==> config.mk <==
export PLATFORM = sky130hd
export DESIGN_NAME = pfs_port_select
export DESIGN_NICKNAME = d
export VERILOG_FILES = /design/src/pfs_pkg.sv /design/src/pfs_pin_cell.sv /design/src/pfs_port_select.sv
export SDC_FILE = /design/constraint.sdc
export NUM_CORES = 1
export LEC_CHECK = 0
export BUFFER_PORTS_ARGS = -buffer_cell sky130_fd_sc_hd__buf_4
export CAP_MARGIN = 20
export CORE_AREA = 2 2 118 120
export CTS_BUF_LIST = sky130_fd_sc_hd__clkbuf_8
export DETAILED_ROUTE_END_ITERATION = 10
export DIE_AREA = 0 0 120 122
export GPL_TIMING_DRIVEN = 0
export HOLD_SLACK_MARGIN = 0.08
export PLACE_DENSITY = 0.7
export SLEW_MARGIN = 20
export SYNTH_ARGS = -nofsm -noshare
export SYNTH_HDL_FRONTEND = slang
export SYNTH_SLANG_ARGS = --single-unit
export TNS_END_PERCENT = 10
==> constraint.sdc <==
create_clock -name clk -period 1.35 [get_ports clk]
set_clock_uncertainty 0.05 [all_clocks]
set_input_delay 0 -clock clk [delete_from_list [all_inputs] [get_ports clk]]
set_output_delay 0 -clock clk [all_outputs]
set_load 0.01 [all_outputs]
==> src/pfs_pkg.sv <==
// ==========================================================================
// shared constants for the port pin-function select block
// ==========================================================================
package pfs_pkg;

  // port width and direction encoding
  localparam int PORT_W = 8; // bits per port
  localparam logic DIR_OUTPUT = 1'b1; // direction bit value for output

  // reset values
  localparam logic PIN_OUT_RST = 1'b0; // pin output value in reset
  localparam logic PIN_OE_RST = 1'b0; // no pin driven in reset
  localparam logic LEVEL_RST = 1'b1; // sampled pin level in reset

  // levels that a feed shows while its function is not selected
  localparam logic FEED_IDLE = 1'b1; // active-low inputs rest high
  localparam logic CLK_IDLE = 1'b0; // external clock rests low
  localparam logic STATUS_RST = 1'b0; // enable terms in reset

  // port 8 bit positions
  localparam int P8_TXD = 4; // serial 1 transmit
  localparam int P8_PWRDN = 3; // host power-down input
  localparam int P8_HOST_CLOCK_RUN_IO = 2; // host clock-run i/o
  localparam int P8_GATE_A20_OUT = 1; // gate a20 output
  localparam int P8_PME = 0; // power event output

  // port 9 bit positions
  localparam int P9_SDA = 7; // i2c 0 data
  localparam int P9_CLK = 6; // external clock input / clock output
  localparam int P9_IRQ_N = 6; // bits 5..0 carry interrupts
  localparam int P9_IRQ [0:5] = '{2, 1, 0, 12, 13, 14}; // irq per bit

  // interrupt numbers of single pins
  localparam int IRQ_P84 = 3; // pin 8-4
  localparam int IRQ_P97 = 15; // pin 9-7
  localparam int IRQ_N = 16; // interrupt inputs

  // port a bit positions
  localparam int PA_PS2_LO = 2; // lowest ps/2 pin
  localparam int PA_PS2_HI = 5; // highest ps/2 pin
  localparam int PA_OD_LO = 4; // lowest pin under i2c format select
  localparam int PA_OD_HI = 7; // highest pin under i2c format select
  localparam int KEY_BASE = 8; // key-scan input of pin a-0

  // port b bit positions
  localparam int PB_RTS = 7; // request to send
  localparam int PB_CTS = 6; // clear to send
  localparam int PB_DTR = 5; // data terminal ready
  localparam int PB_DSR = 4; // data set ready
  localparam int PB_DCD = 3; // carrier detect / pwm 1

endpackage : pfs_pkg

==> src/pfs_pin_cell.sv <==
`timescale 1ns/1ps
// ==========================================================================
// one port's output drivers and input samplers
// ==========================================================================
module pfs_pin_cell #(
  parameter int W = 8 // pins in this port
) (
  input wire logic clk, // system clock
  input wire logic srst, // synchronous reset, active high
  input wire logic [W-1:0] dir, // port direction bits
  input wire logic [W-1:0] data, // port output data
  input wire logic [W-1:0] fsel, // peripheral owns the pin
  input wire logic [W-1:0] fout, // peripheral output value
  input wire logic [W-1:0] foe, // peripheral drives the pin
  input wire logic [W-1:0] od, // drive low only
  input wire logic [W-1:0] pin_i, // pin level
  output logic [W-1:0] pin_o, // pin output value
  output logic [W-1:0] pin_oe, // pin output enable
  output logic [W-1:0] level // sampled pin level
);

  logic [W-1:0] next_pin_o; // value for the next edge
  logic [W-1:0] next_pin_oe; // enable for the next edge

  // ==========================================================================
  // function select and output format
  // ==========================================================================
  // input-only selections leave the buffer off
  always_comb begin
    logic drive;
    logic val;
    drive = 1'b0;
    val = 1'b0;
    next_pin_o = '0;
    next_pin_oe = '0;
    for (int i = 0; i < W; i++) begin
      if (fsel[i]) begin // peripheral function
        drive = foe[i];
        val = fout[i];
      end else begin // plain port
        drive = (dir[i] == pfs_pkg::DIR_OUTPUT);
        val = data[i];
      end
      if (od[i]) begin // pull low or release, never high
        next_pin_o[i] = 1'b0;
        next_pin_oe[i] = drive & ~val;
      end else begin
        next_pin_o[i] = val;
        next_pin_oe[i] = drive;
      end
    end
  end

  // outputs registered so the pads see no select glitches
  always_ff @(posedge clk) begin
    if (srst) begin
      pin_o <= {W{pfs_pkg::PIN_OUT_RST}};
      pin_oe <= {W{pfs_pkg::PIN_OE_RST}};
    end else begin
      pin_o <= next_pin_o;
      pin_oe <= next_pin_oe;
    end
  end

  // pin levels sampled each cycle for port reads; the feeds take their own sample
  always_ff @(posedge clk) begin
    if (srst) begin
      level <= {W{pfs_pkg::LEVEL_RST}};
    end else begin
      level <= pin_i;
    end
  end

endmodule : pfs_pin_cell

==> src/pfs_port_select.sv <==
`timescale 1ns/1ps
module pfs_port_select #(
  parameter int W = pfs_pkg::PORT_W // pins per port
) (
  input wire logic clk, // system clock
  input wire logic srst, // synchronous reset, active high
  // ==========================================================================
  // port 8
  // ==========================================================================
  input wire logic [W-1:0] port8_dir, // direction bits
  input wire logic [W-1:0] port8_data, // output data
  input wire logic [W-1:0] port8_pin_i, // pin levels
  output logic [W-1:0] port8_pin_o, // pin output values
  output logic [W-1:0] port8_pin_oe, // pin output enables
  output logic [W-1:0] port8_level, // sampled levels
  input wire logic serial1_transmit_enable, // serial 1 transmit on
  input wire logic serial1_transmit_out, // serial 1 transmit data
  input wire logic serial_fifo_host_enable, // serial fifo on host bus
  input wire logic host_channel4_enable, // host channel 4 on
  input wire logic host_channel3_enable, // host channel 3 on
  input wire logic host_channel2_enable, // host channel 2 on
  input wire logic host_channel1_enable, // host channel 1 on
  output logic host_bus_enable_term, // any host function on
  output logic host_power_down_in, // power-down to host logic
  input wire logic host_clock_run_out, // clock-run output value
  input wire logic host_clock_run_oe, // clock-run drive enable
  output logic host_clock_run_in, // clock-run level
  input wire logic fast_gate_a20_enable, // gate a20 on
  input wire logic gate_a20_out, // gate a20 value
  input wire logic power_event_enable, // power event on
  input wire logic power_event_out, // power event value
  // ==========================================================================
  // port 9
  // ==========================================================================
  input wire logic [W-1:0] port9_dir, // direction bits
  input wire logic [W-1:0] port9_data, // output data
  input wire logic [W-1:0] port9_pin_i, // pin levels
  output logic [W-1:0] port9_pin_o, // pin output values
  output logic [W-1:0] port9_pin_oe, // pin output enables
  output logic [W-1:0] port9_level, // sampled levels
  input wire logic i2c0_enable, // i2c 0 on
  input wire logic i2c0_data_out, // i2c 0 data, 0 pulls low
  output logic i2c0_data_line, // i2c 0 data level
  input wire logic ext_clock_select, // external clock select
  input wire logic ext_clock_enable, // external clock on
  output logic ext_clock_in, // external clock level
  input wire logic clock_out_value, // clock output value of pin 9-6
  input wire logic [15:0] irq_pin_select, // interrupt pin selects
  input wire logic [15:0] irq_enable, // interrupt enables
  output logic [15:0] irq_in, // interrupt levels, idle high
  // ==========================================================================
  // port a
  // ==========================================================================
  input wire logic [W-1:0] porta_dir, // direction bits
  input wire logic [W-1:0] porta_data, // output data
  input wire logic [W-1:0] porta_pin_i, // pin levels
  output logic [W-1:0] porta_pin_o, // pin output values
  output logic [W-1:0] porta_pin_oe, // pin output enables
  output logic [W-1:0] porta_level, // sampled levels
  input wire logic [15:8] keyscan_mask_bit, // key-scan masks
  output logic [15:8] keyscan_input, // key-scan levels, idle high
  input wire logic i2c_pin_format_select, // drive-low format a-7..a-4
  input wire logic ps2_pin_enable, // ps/2 owns a-5..a-2
  input wire logic [3:0] ps2_out, // ps/2 values, 0 pulls low
  output logic [3:0] ps2_line_in, // ps/2 levels
  // ==========================================================================
  // port b
  // ==========================================================================
  input wire logic [W-1:0] portb_dir, // direction bits
  input wire logic [W-1:0] portb_data, // output data
  input wire logic [W-1:0] portb_pin_i, // pin levels
  output logic [W-1:0] portb_pin_o, // pin output values
  output logic [W-1:0] portb_pin_oe, // pin output enables
  output logic [W-1:0] portb_level, // sampled levels
  input wire logic modem_out_en_bit1, // modem output enable bit 1
  input wire logic modem_out_en_bit0, // modem output enable bit 0
  output logic modem_output_enable_term, // modem outputs on
  input wire logic request_to_send_out, // request-to-send value
  input wire logic terminal_ready_out, // terminal-ready value
  output logic clear_to_send_in, // clear-to-send level
  output logic data_set_ready_in, // data-set-ready level
  output logic carrier_detect_in, // carrier-detect level
  input wire logic pwm_ch1_output_enable, // pwm 1 output on
  input wire logic pwm_ch1_out // pwm 1 value
);

  // per-port select vectors
  logic [W-1:0] p8_fsel, p8_fout, p8_foe, p8_od;
  logic [W-1:0] p9_fsel, p9_fout, p9_foe, p9_od;
  logic [W-1:0] pa_fsel, pa_fout, pa_foe, pa_od;
  logic [W-1:0] pb_fsel, pb_fout, pb_foe, pb_od;
  logic host_en; // host-bus-enable term
  logic modem_en; // modem output enable term
  logic ext_clk_sel; // pin 9-6 is the external clock input

  // ==========================================================================
  // enable terms
  // ==========================================================================
  // host functions share the two host pins
  assign host_en = serial_fifo_host_enable | host_channel4_enable
    | host_channel3_enable | host_channel2_enable
    | host_channel1_enable;

  // bit 0 set keeps modem outputs off in both modes
  assign modem_en = (~serial_fifo_host_enable & modem_out_en_bit1
    & ~modem_out_en_bit0)
    | (serial_fifo_host_enable & ~modem_out_en_bit0);

  // direction output wins over the external clock input
  assign ext_clk_sel = (port9_dir[pfs_pkg::P9_CLK] != pfs_pkg::DIR_OUTPUT)
    & ~ext_clock_select & ext_clock_enable;

  // ==========================================================================
  // port 8 selection
  // ==========================================================================
  // bits 7..5 stay plain port pins here
  always_comb begin
    p8_fsel = '0;
    p8_fout = '0;
    p8_foe = '0;
    p8_od = '0;
    // transmit output takes the pin regardless of direction
    p8_fsel[pfs_pkg::P8_TXD] = serial1_transmit_enable;
    p8_fout[pfs_pkg::P8_TXD] = serial1_transmit_out;
    p8_foe[pfs_pkg::P8_TXD] = 1'b1;
    // power-down is input only, buffer off
    p8_fsel[pfs_pkg::P8_PWRDN] = host_en;
    // clock-run direction comes from the host logic
    p8_fsel[pfs_pkg::P8_HOST_CLOCK_RUN_IO] = host_en;
    p8_fout[pfs_pkg::P8_HOST_CLOCK_RUN_IO] = host_clock_run_out;
    p8_foe[pfs_pkg::P8_HOST_CLOCK_RUN_IO] = host_clock_run_oe;
    // gate a20 output
    p8_fsel[pfs_pkg::P8_GATE_A20_OUT] = fast_gate_a20_enable;
    p8_fout[pfs_pkg::P8_GATE_A20_OUT] = gate_a20_out;
    p8_foe[pfs_pkg::P8_GATE_A20_OUT] = 1'b1;
    // power event output
    p8_fsel[pfs_pkg::P8_PME] = power_event_enable;
    p8_fout[pfs_pkg::P8_PME] = power_event_out;
    p8_foe[pfs_pkg::P8_PME] = 1'b1;
  end

  // ==========================================================================
  // port 9 selection
  // ==========================================================================
  // bits 5..0 are plain port pins with interrupt feeds
  always_comb begin
    p9_fsel = '0;
    p9_fout = '0;
    p9_foe = '0;
    p9_od = '0;
    // i2c data: buffer only ever pulls low
    p9_fsel[pfs_pkg::P9_SDA] = i2c0_enable;
    p9_fout[pfs_pkg::P9_SDA] = i2c0_data_out;
    p9_foe[pfs_pkg::P9_SDA] = 1'b1;
    p9_od[pfs_pkg::P9_SDA] = i2c0_enable;
    // direction 1 drives the clock output; external clock is input only
    p9_fsel[pfs_pkg::P9_CLK] = ext_clk_sel
      | (port9_dir[pfs_pkg::P9_CLK] == pfs_pkg::DIR_OUTPUT);
    p9_fout[pfs_pkg::P9_CLK] = clock_out_value;
    p9_foe[pfs_pkg::P9_CLK] = ~ext_clk_sel;
  end

  // ==========================================================================
  // port a selection
  // ==========================================================================
  // ps/2 pins are open drain; i2c format makes a-7..a-4 drive-low only
  always_comb begin
    pa_fsel = '0;
    pa_fout = '0;
    pa_foe = '0;
    pa_od = '0;
    for (int i = pfs_pkg::PA_OD_LO; i <= pfs_pkg::PA_OD_HI; i++) begin
      pa_od[i] = i2c_pin_format_select;
    end
    for (int i = pfs_pkg::PA_PS2_LO; i <= pfs_pkg::PA_PS2_HI; i++) begin
      pa_fsel[i] = ps2_pin_enable;
      pa_fout[i] = ps2_out[i - pfs_pkg::PA_PS2_LO];
      pa_foe[i] = 1'b1;
      if (ps2_pin_enable) begin // open drain while ps/2 owns it
        pa_od[i] = 1'b1;
      end
    end
  end

  // ==========================================================================
  // port b selection
  // ==========================================================================
  // cts and dsr pins stay plain ports
  always_comb begin
    pb_fsel = '0;
    pb_fout = '0;
    pb_foe = '0;
    pb_od = '0;
    // modem control outputs
    pb_fsel[pfs_pkg::PB_RTS] = modem_en;
    pb_fout[pfs_pkg::PB_RTS] = request_to_send_out;
    pb_foe[pfs_pkg::PB_RTS] = 1'b1;
    pb_fsel[pfs_pkg::PB_DTR] = modem_en;
    pb_fout[pfs_pkg::PB_DTR] = terminal_ready_out;
    pb_foe[pfs_pkg::PB_DTR] = 1'b1;
    // pwm only reaches the pin with direction 1
    pb_fsel[pfs_pkg::PB_DCD] = pwm_ch1_output_enable
      & (portb_dir[pfs_pkg::PB_DCD] == pfs_pkg::DIR_OUTPUT);
    pb_fout[pfs_pkg::PB_DCD] = pwm_ch1_out;
    pb_foe[pfs_pkg::PB_DCD] = 1'b1;
  end

  // ==========================================================================
  // pin cells
  // ==========================================================================
  pfs_pin_cell #(.W(W)) u_port8 (
    .clk(clk),
    .srst(srst),
    .dir(port8_dir),
    .data(port8_data),
    .fsel(p8_fsel),
    .fout(p8_fout),
    .foe(p8_foe),
    .od(p8_od),
    .pin_i(port8_pin_i),
    .pin_o(port8_pin_o),
    .pin_oe(port8_pin_oe),
    .level(port8_level)
  );

  pfs_pin_cell #(.W(W)) u_port9 (
    .clk(clk),
    .srst(srst),
    .dir(port9_dir),
    .data(port9_data),
    .fsel(p9_fsel),
    .fout(p9_fout),
    .foe(p9_foe),
    .od(p9_od),
    .pin_i(port9_pin_i),
    .pin_o(port9_pin_o),
    .pin_oe(port9_pin_oe),
    .level(port9_level)
  );

  pfs_pin_cell #(.W(W)) u_porta (
    .clk(clk),
    .srst(srst),
    .dir(porta_dir),
    .data(porta_data),
    .fsel(pa_fsel),
    .fout(pa_fout),
    .foe(pa_foe),
    .od(pa_od),
    .pin_i(porta_pin_i),
    .pin_o(porta_pin_o),
    .pin_oe(porta_pin_oe),
    .level(porta_level)
  );

  pfs_pin_cell #(.W(W)) u_portb (
    .clk(clk),
    .srst(srst),
    .dir(portb_dir),
    .data(portb_data),
    .fsel(pb_fsel),
    .fout(pb_fout),
    .foe(pb_foe),
    .od(pb_od),
    .pin_i(portb_pin_i),
    .pin_o(portb_pin_o),
    .pin_oe(portb_pin_oe),
    .level(portb_level)
  );

  // ==========================================================================
  // enable term status
  // ==========================================================================
  // registered so the status ports change in step with the pins
  always_ff @(posedge clk) begin
    if (srst) begin
      host_bus_enable_term <= pfs_pkg::STATUS_RST;
      modem_output_enable_term <= pfs_pkg::STATUS_RST;
    end else begin
      host_bus_enable_term <= host_en;
      modem_output_enable_term <= modem_en;
    end
  end

  // ==========================================================================
  // interrupt feeds
  // ==========================================================================
  // feeds use the raw pin level; the port read path has its own sample
  always_ff @(posedge clk) begin
    if (srst) begin
      irq_in <= {16{pfs_pkg::FEED_IDLE}};
    end else begin
      irq_in <= {16{pfs_pkg::FEED_IDLE}};
      if (~irq_pin_select[pfs_pkg::IRQ_P84] & irq_enable[pfs_pkg::IRQ_P84])
      begin
        irq_in[pfs_pkg::IRQ_P84] <= port8_pin_i[pfs_pkg::P8_TXD];
      end
      if (~irq_pin_select[pfs_pkg::IRQ_P97] & irq_enable[pfs_pkg::IRQ_P97])
      begin
        irq_in[pfs_pkg::IRQ_P97] <= port9_pin_i[pfs_pkg::P9_SDA];
      end
      for (int n = 0; n < pfs_pkg::P9_IRQ_N; n++) begin
        if (~irq_pin_select[pfs_pkg::P9_IRQ[n]]
            & irq_enable[pfs_pkg::P9_IRQ[n]]) begin
          irq_in[pfs_pkg::P9_IRQ[n]] <= port9_pin_i[n];
        end
      end
    end
  end

  // ==========================================================================
  // key-scan feeds
  // ==========================================================================
  // a masked input rests high so it never reads as a key press
  always_ff @(posedge clk) begin
    if (srst) begin
      keyscan_input <= {8{pfs_pkg::FEED_IDLE}};
    end else begin
      for (int i = 0; i < 8; i++) begin
        if (~keyscan_mask_bit[pfs_pkg::KEY_BASE + i]) begin // unmasked
          keyscan_input[pfs_pkg::KEY_BASE + i] <= porta_pin_i[i];
        end else begin
          keyscan_input[pfs_pkg::KEY_BASE + i] <= pfs_pkg::FEED_IDLE;
        end
      end
    end
  end

  // ==========================================================================
  // host and clock feeds
  // ==========================================================================
  // unselected host inputs rest inactive high
  always_ff @(posedge clk) begin
    if (srst) begin
      host_power_down_in <= pfs_pkg::FEED_IDLE;
      host_clock_run_in <= pfs_pkg::FEED_IDLE;
      ext_clock_in <= pfs_pkg::CLK_IDLE;
      i2c0_data_line <= pfs_pkg::FEED_IDLE;
    end else begin
      host_power_down_in <= host_en ? port8_pin_i[pfs_pkg::P8_PWRDN]
        : pfs_pkg::FEED_IDLE;
      host_clock_run_in <= host_en ? port8_pin_i[pfs_pkg::P8_HOST_CLOCK_RUN_IO]
        : pfs_pkg::FEED_IDLE;
      ext_clock_in <= ext_clk_sel ? port9_pin_i[pfs_pkg::P9_CLK]
        : pfs_pkg::CLK_IDLE;
      i2c0_data_line <= i2c0_enable ? port9_pin_i[pfs_pkg::P9_SDA]
        : pfs_pkg::FEED_IDLE;
    end
  end

  // ==========================================================================
  // ps/2 and modem feeds
  // ==========================================================================
  // modem status inputs follow their pins whatever the direction
  always_ff @(posedge clk) begin
    if (srst) begin
      ps2_line_in <= {4{pfs_pkg::FEED_IDLE}};
      clear_to_send_in <= pfs_pkg::FEED_IDLE;
      data_set_ready_in <= pfs_pkg::FEED_IDLE;
      carrier_detect_in <= pfs_pkg::FEED_IDLE;
    end else begin
      for (int i = 0; i < 4; i++) begin
        ps2_line_in[i] <= ps2_pin_enable
          ? porta_pin_i[pfs_pkg::PA_PS2_LO + i]
          : pfs_pkg::FEED_IDLE;
      end
      clear_to_send_in <= portb_pin_i[pfs_pkg::PB_CTS];
      data_set_ready_in <= portb_pin_i[pfs_pkg::PB_DSR];
      carrier_detect_in <= portb_pin_i[pfs_pkg::PB_DCD];
    end
  end

endmodule : pfs_port_select

## Yosys cells after proc, flatten, opt, wreduce, memory -nomap -nowiden

Index checks and enable logic that the tools add are counted.

- Output and inout bits: 133
- Flip-flop bits (word level): 133
- ROM bits: 0
- Logic and storage cells: 163
- Input bits: 168
- Memory bits (writable): 0
- Bits in latches: 0
- Memories kept: 0

- Magnitude comparators: 0
- Shifts and indexed selects: 0
- Equal/unequal tests: 0
- Reductions and logical operators: 25
- $add $sub $neg: 0
- Multiplexer cells: 35
- $mul: 0
- Bitwise operators: 58
- Divide/modulo/power cells: 0

Operators with widths:

| operator | number |
|---|---|
| $reduce_or A2 Y1 | 25 |
| $mux W1 | 35 |
| $not A1 Y1 | 31 |
| $and A1 B1 Y1 | 21 |
| $or A1 B1 Y1 | 6 |

## Logic depth before layout (Yosys ltp)

- Depth in word-level cells: 6
- Depth in mapped cells: 4
- Depth with buffers taken out: 3

## Hierarchy

From an unflattened synthesis, not the netlist that was laid out.

- Cell total of the unflattened synthesis: 374
- Area total of the unflattened synthesis: 4473.0 um2

Modules (own cells, without submodules):

| module | area an instance (um2) | seq. area each (um2) | instances | cells an instance |
|---|---|---|---|---|
| pfs_pin_cell | 884.6 | 480.5 | 4 | 73 |
| pfs_port_select | 934.6 | 580.6 | 1 | 82 |

## Worst setup path after synthesis

No wires, ideal clock.

- Path kind: input to register
- From: input port serial_fifo_host_enable
- To: register u_port8.pin_o[2]
- Buffers on the path: 0
- Data arrival time: 869 ps
- Path slack: 359 ps
- Stages: 3
- Setup time: 72 ps
- Data required time: 1228 ps
- Cells stage by stage: or4_4 -> nor2_4 -> mux2i_1

- Longest elaborated chain between the ends: 5

Ends and longest elaborated chain:

| element | line | RTL |
|---|---|---|
| start: declaration | pfs_port_select.sv:18 | `input wire logic serial_fifo_host_enable,` |
| $or A1 B1 Y1 | pfs_port_select.sv:100 | `assign host_en = serial_fifo_host_enable \| host_channel4_enable` |
| $or A1 B1 Y1 (2 in a row) | pfs_port_select.sv:101 | `\| host_channel3_enable \| host_channel2_enable` |
| $or A1 B1 Y1 | pfs_port_select.sv:102 | `\| host_channel1_enable;` |
| $mux W1 | pfs_pin_cell.sv:37 | `if (fsel[i]) begin` |
| end signal: assignment | pfs_pin_cell.sv:57 | `pin_o <= {W{pfs_pkg::PIN_OUT_RST}};` |
| end signal: assignment | pfs_pin_cell.sv:60 | `pin_o <= next_pin_o;` |
| end: declaration | pfs_pin_cell.sv:17 | `output logic [W-1:0] pin_o,` |

Every way passes these cells.
A chain may end at the register's enable or synchronous reset.

## Worst setup path in the final report

- From: input port keyscan_mask_bit[15] in the netlist's numbering
- To: register keyscan_input[15] in the netlist's numbering

- Longest elaborated chain between the ends: 1

Ends and longest elaborated chain:

| element | line | RTL |
|---|---|---|
| start: declaration | pfs_port_select.sv:60 | `input wire logic [15:8] keyscan_mask_bit,` |
| $reduce_or A2 Y1 (no source line) | n/a |  |
| end signal: assignment | pfs_port_select.sv:317 | `keyscan_input <= {8{pfs_pkg::FEED_IDLE}};` |
| end signal: indexed assignment | pfs_port_select.sv:321 | `keyscan_input[pfs_pkg::KEY_BASE + i] <= porta_pin_i[i];` |
| end signal: indexed assignment | pfs_port_select.sv:323 | `keyscan_input[pfs_pkg::KEY_BASE + i] <= pfs_pkg::FEED_IDLE;` |
| end: declaration | pfs_port_select.sv:61 | `output logic [15:8] keyscan_input,` |

Every way passes these cells.

==> flow_metrics.env <==
export IMPL_chipHeight_um=122
export IMPL_intPower_uw=6569
export IMPL_final_common_cell="buf_4"
export IMPL_power_density_mw_per_mm2=1077
export IMPL_slew_headroom_pct=62.57
export IMPL_grt_pass1_wl_mm=21.13
export IMPL_setup_worst_path_end_class="flop"
export IMPL_cts_buffers=17
export IMPL_dp_hpwl_mm=8.825
export IMPL_netlist_area_mm2=0.003605
export IMPL_critPathKind="in2reg"
export IMPL_postCtsSetupBuffers=0
export IMPL_synth_avg_cell_area_um2=11.55
export IMPL_drtIter0Drc=126
export IMPL_cts_buffer_depth=2
export IMPL_gr_total_overflow=0
export IMPL_cp_start_kind="input pin"
export IMPL_switching_power_uw=1918
export IMPL_critPathLaunch="keyscan_mask_bit[15]"
export IMPL_core_mm2=0.01350
export IMPL_ys_top_cells_by_area="dfxtp_1 (68%), nor2b_1 (6.1%), or2_2 (3.6%)"
export IMPL_worstPathMaxFanout=1
export IMPL_cts_clk_slew_worst_paths_ps=70
export IMPL_worst_endpoint_arrival_ps=1600
export IMPL_row_count=43
export IMPL_gp_congestion=0.7574
export IMPL_synth_cell_types=29
export IMPL_p_leak_uw=0.003670
export IMPL_layout_cells_non_filler=960
export IMPL_viasPerCell=4.133
export IMPL_syn_to_final_growth_pct=118.5
export IMPL_hold_violations=0
export IMPL_crit_path_frequent_cell="dlygate4sd3_1"
export IMPL_cts_tree="built"
export IMPL_drive_gt1_share_pct=44.49
export IMPL_ys_seq_area_share_pct=67.75
export IMPL_p_comb_share_pct=16.6
export IMPL_seqPwrFrac_pct=45.3
export IMPL_synth_top_cell_by_area="dfxtp_1"
export IMPL_switching_share_pct=22.60
export IMPL_cap_violations=0
export IMPL_initial_core_util_pct=26.69
export IMPL_wl_mm=14.39
export IMPL_num_antenna_cells=0
export IMPL_critPathMaxStageDelay_ps=570
export IMPL_grt_usage_pct=19.10
export IMPL_finalCritPeriodShare_pct=99.84
export IMPL_fmax_mhz=741.9
export IMPL_ant_nets=0
export IMPL_most_common_layout_cells="buf_4 (287), dlygate4sd3_1 (154), dfxtp_1 (122), nor2b_1 (35), or2_2 (21)"
export IMPL_crit_cells=4
export IMPL_yosys_warnings=0
export IMPL_grt_max_degree=17
export IMPL_synth_top_area_share_pct=67.75
export IMPL_route_detailed_drc=0
export IMPL_holdWs_ps=120.5
export IMPL_pwr_share_clk_pct=38.1
export IMPL_grt_pass1_vias=4336
export IMPL_place_inst=775
export IMPL_routedWlPerCell_um=14.99
export IMPL_fin_setup_tns_ps=0
export IMPL_fin_crit_ps=1348
export IMPL_path_cells="dlygate4sd3_1 > buf_4 > or3_1 > dlygate4sd3_1"
export IMPL_cts_root_buf="clkbuf_8"
export IMPL_finalSetupViolCount=0
export IMPL_chipWidth_um=120
export IMPL_clock_sinks=122
export IMPL_dieArea_mm2=0.01464
export IMPL_antenna_found_initial=0
export IMPL_min_path_type="in2reg"
export IMPL_drt_pre_antenna_iters=4
export IMPL_slowest_stage="dlygate4sd3_1"
export IMPL_outcome="complete, no violations"
export IMPL_vias=3968
export IMPL_tightest_slew_ps=561.4
export IMPL_peakVddDrop_uv=741.3
export IMPL_endpoint="keyscan_input[15]"
export IMPL_htreeDepth=4
export IMPL_nets=937
export IMPL_slew_viol_final=0
export IMPL_syn_instance_count=312
export IMPL_crit_buf_inv=3
export IMPL_rsz0062_at_grt="no"
export IMPL_ios=301
export IMPL_required_ps=1610
export IMPL_crit_family="buffers and inverters"
export IMPL_io_buffer_count=276
export IMPL_ys_ff_latch=122
==> synth_stat cells <==
master	number
nand2_1	9
or3_1	8
dfxtp_1	122
buf_1	1
mux2i_1	10
nor2_1	21
buf_2	7
nor4b_2	2
or2_1	8
nor2b_1	35
or2_2	21
and2_1	2
or4_4	1
nand2b_1	7
o21ai_0	1
nor3b_1	5
nand3b_1	4
clkbuf_1	4
a211oi_1	2
nor3_1	1
a21oi_1	6
o21bai_1	1
nand3_1	1
or3b_1	7
conb_1	1
buf_4	11
nor4b_1	1
nor2_4	1
inv_1	12
==> repair_timing <==
item / CTS / global route
resized for setup: 0 / 2
hold buffers: 155 / 1
endpoints found under the hold margin: 122 / 1
endpoints found under the setup margin: 0 / 3
==> how the worst min path moves through the flow <==
stage	from	to	slack [ps]	cells past startpoint
5_1_grt	srst	u_port8.level[3]	120	3
6_report	srst	u_port8.level[2]	120	3
3_3_place_gp	portb_pin_i[4]	u_portb.level[4]	140	2
3_5_place_dp	portb_pin_i[7]	u_portb.level[7]	140	2
2_1_floorplan	i2c0_enable	i2c0_data_line	10	1
4_1_cts	srst	u_port8.level[2]	100	3
==> kinds of logic (layout without fill, tap and decap cells) <==
group                  Yosys count  after routing  share of synthesized area, %
AND/OR/NAND/NOR                134            134                         22.74
flip-flops                     122            122                         67.75
buffers and inverters           35            496                         5.033
AO/OA/AOI/OAI                   10             10                         1.597
multiplexers                    10             10                         2.777
other                            1              8                        0.1040
==> area by class of cell <==
cell class | instances | area [um2]
Tap cell | 180 | 225.2
Fill cell | 1075 | 5627
Buffer | 23 | 136.4
Timing Repair Buffer | 431 | 3626
Clock inverter | 11 | 131.4
Clock buffer | 19 | 261.5
Multi-Input combinational cell | 162 | 1010
Sequential cell | 122 | 2442
Inverter | 12 | 45.04
==> per-stage QoR <==
step	setup WS (ps)	area [um2]	power (uW)	utilization, %
after floorplan	359.1	3631	4242	-
after global placement	-31.92	5928	4927	43.90
after detailed placement	-32.43	5928	4948	43.90
after CTS	21.46	7873	8552	58.30
after global routing	16.39	7878	8847	58.33
final	2.172	7878	8487	58.33
==> per-layer routing <==
metal	up-vias	GRT usage, %	share of wire [%]
met2	198	37.57	57
met5	-	0	0
met1	1868	17.76	34
met3	24	5.993	7.7
li1	1878	-	-
met4	0	8.897	2.0
==> power groups by stage <==
stage,Clock [uW],Combinational [uW],Sequential (uW)
floorplan,0,235,4010
global placement,0,1020,3910
detailed placement,0,1030,3920
CTS,3330,1380,3840
global route,3490,1510,3850
finish,3240,1410,3840
==> tightest hold or removal path, cell delays in order <==
cell,delay (ps)
buf_4,130
buf_2,270
or2_1,160
==> registers in the layout, indices dropped and copies added, names as in the netlist <==
name	flops
irq_in	8
keyscan_input	8
u_port8.level	8
u_port8.pin_o	8
u_port8.pin_oe	8
u_port9.level	8
u_port9.pin_o	8
u_port9.pin_oe	8
u_porta.level	8
u_porta.pin_o	8
u_porta.pin_oe	8
u_portb.level	8
u_portb.pin_o	8
u_portb.pin_oe	8
ps2_line_in	4
ext_clock_in	1
host_bus_enable_term	1
host_clock_run_in	1
host_power_down_in	1
i2c0_data_line	1
modem_output_enable_term	1
(Power assumes the default switching activity.)
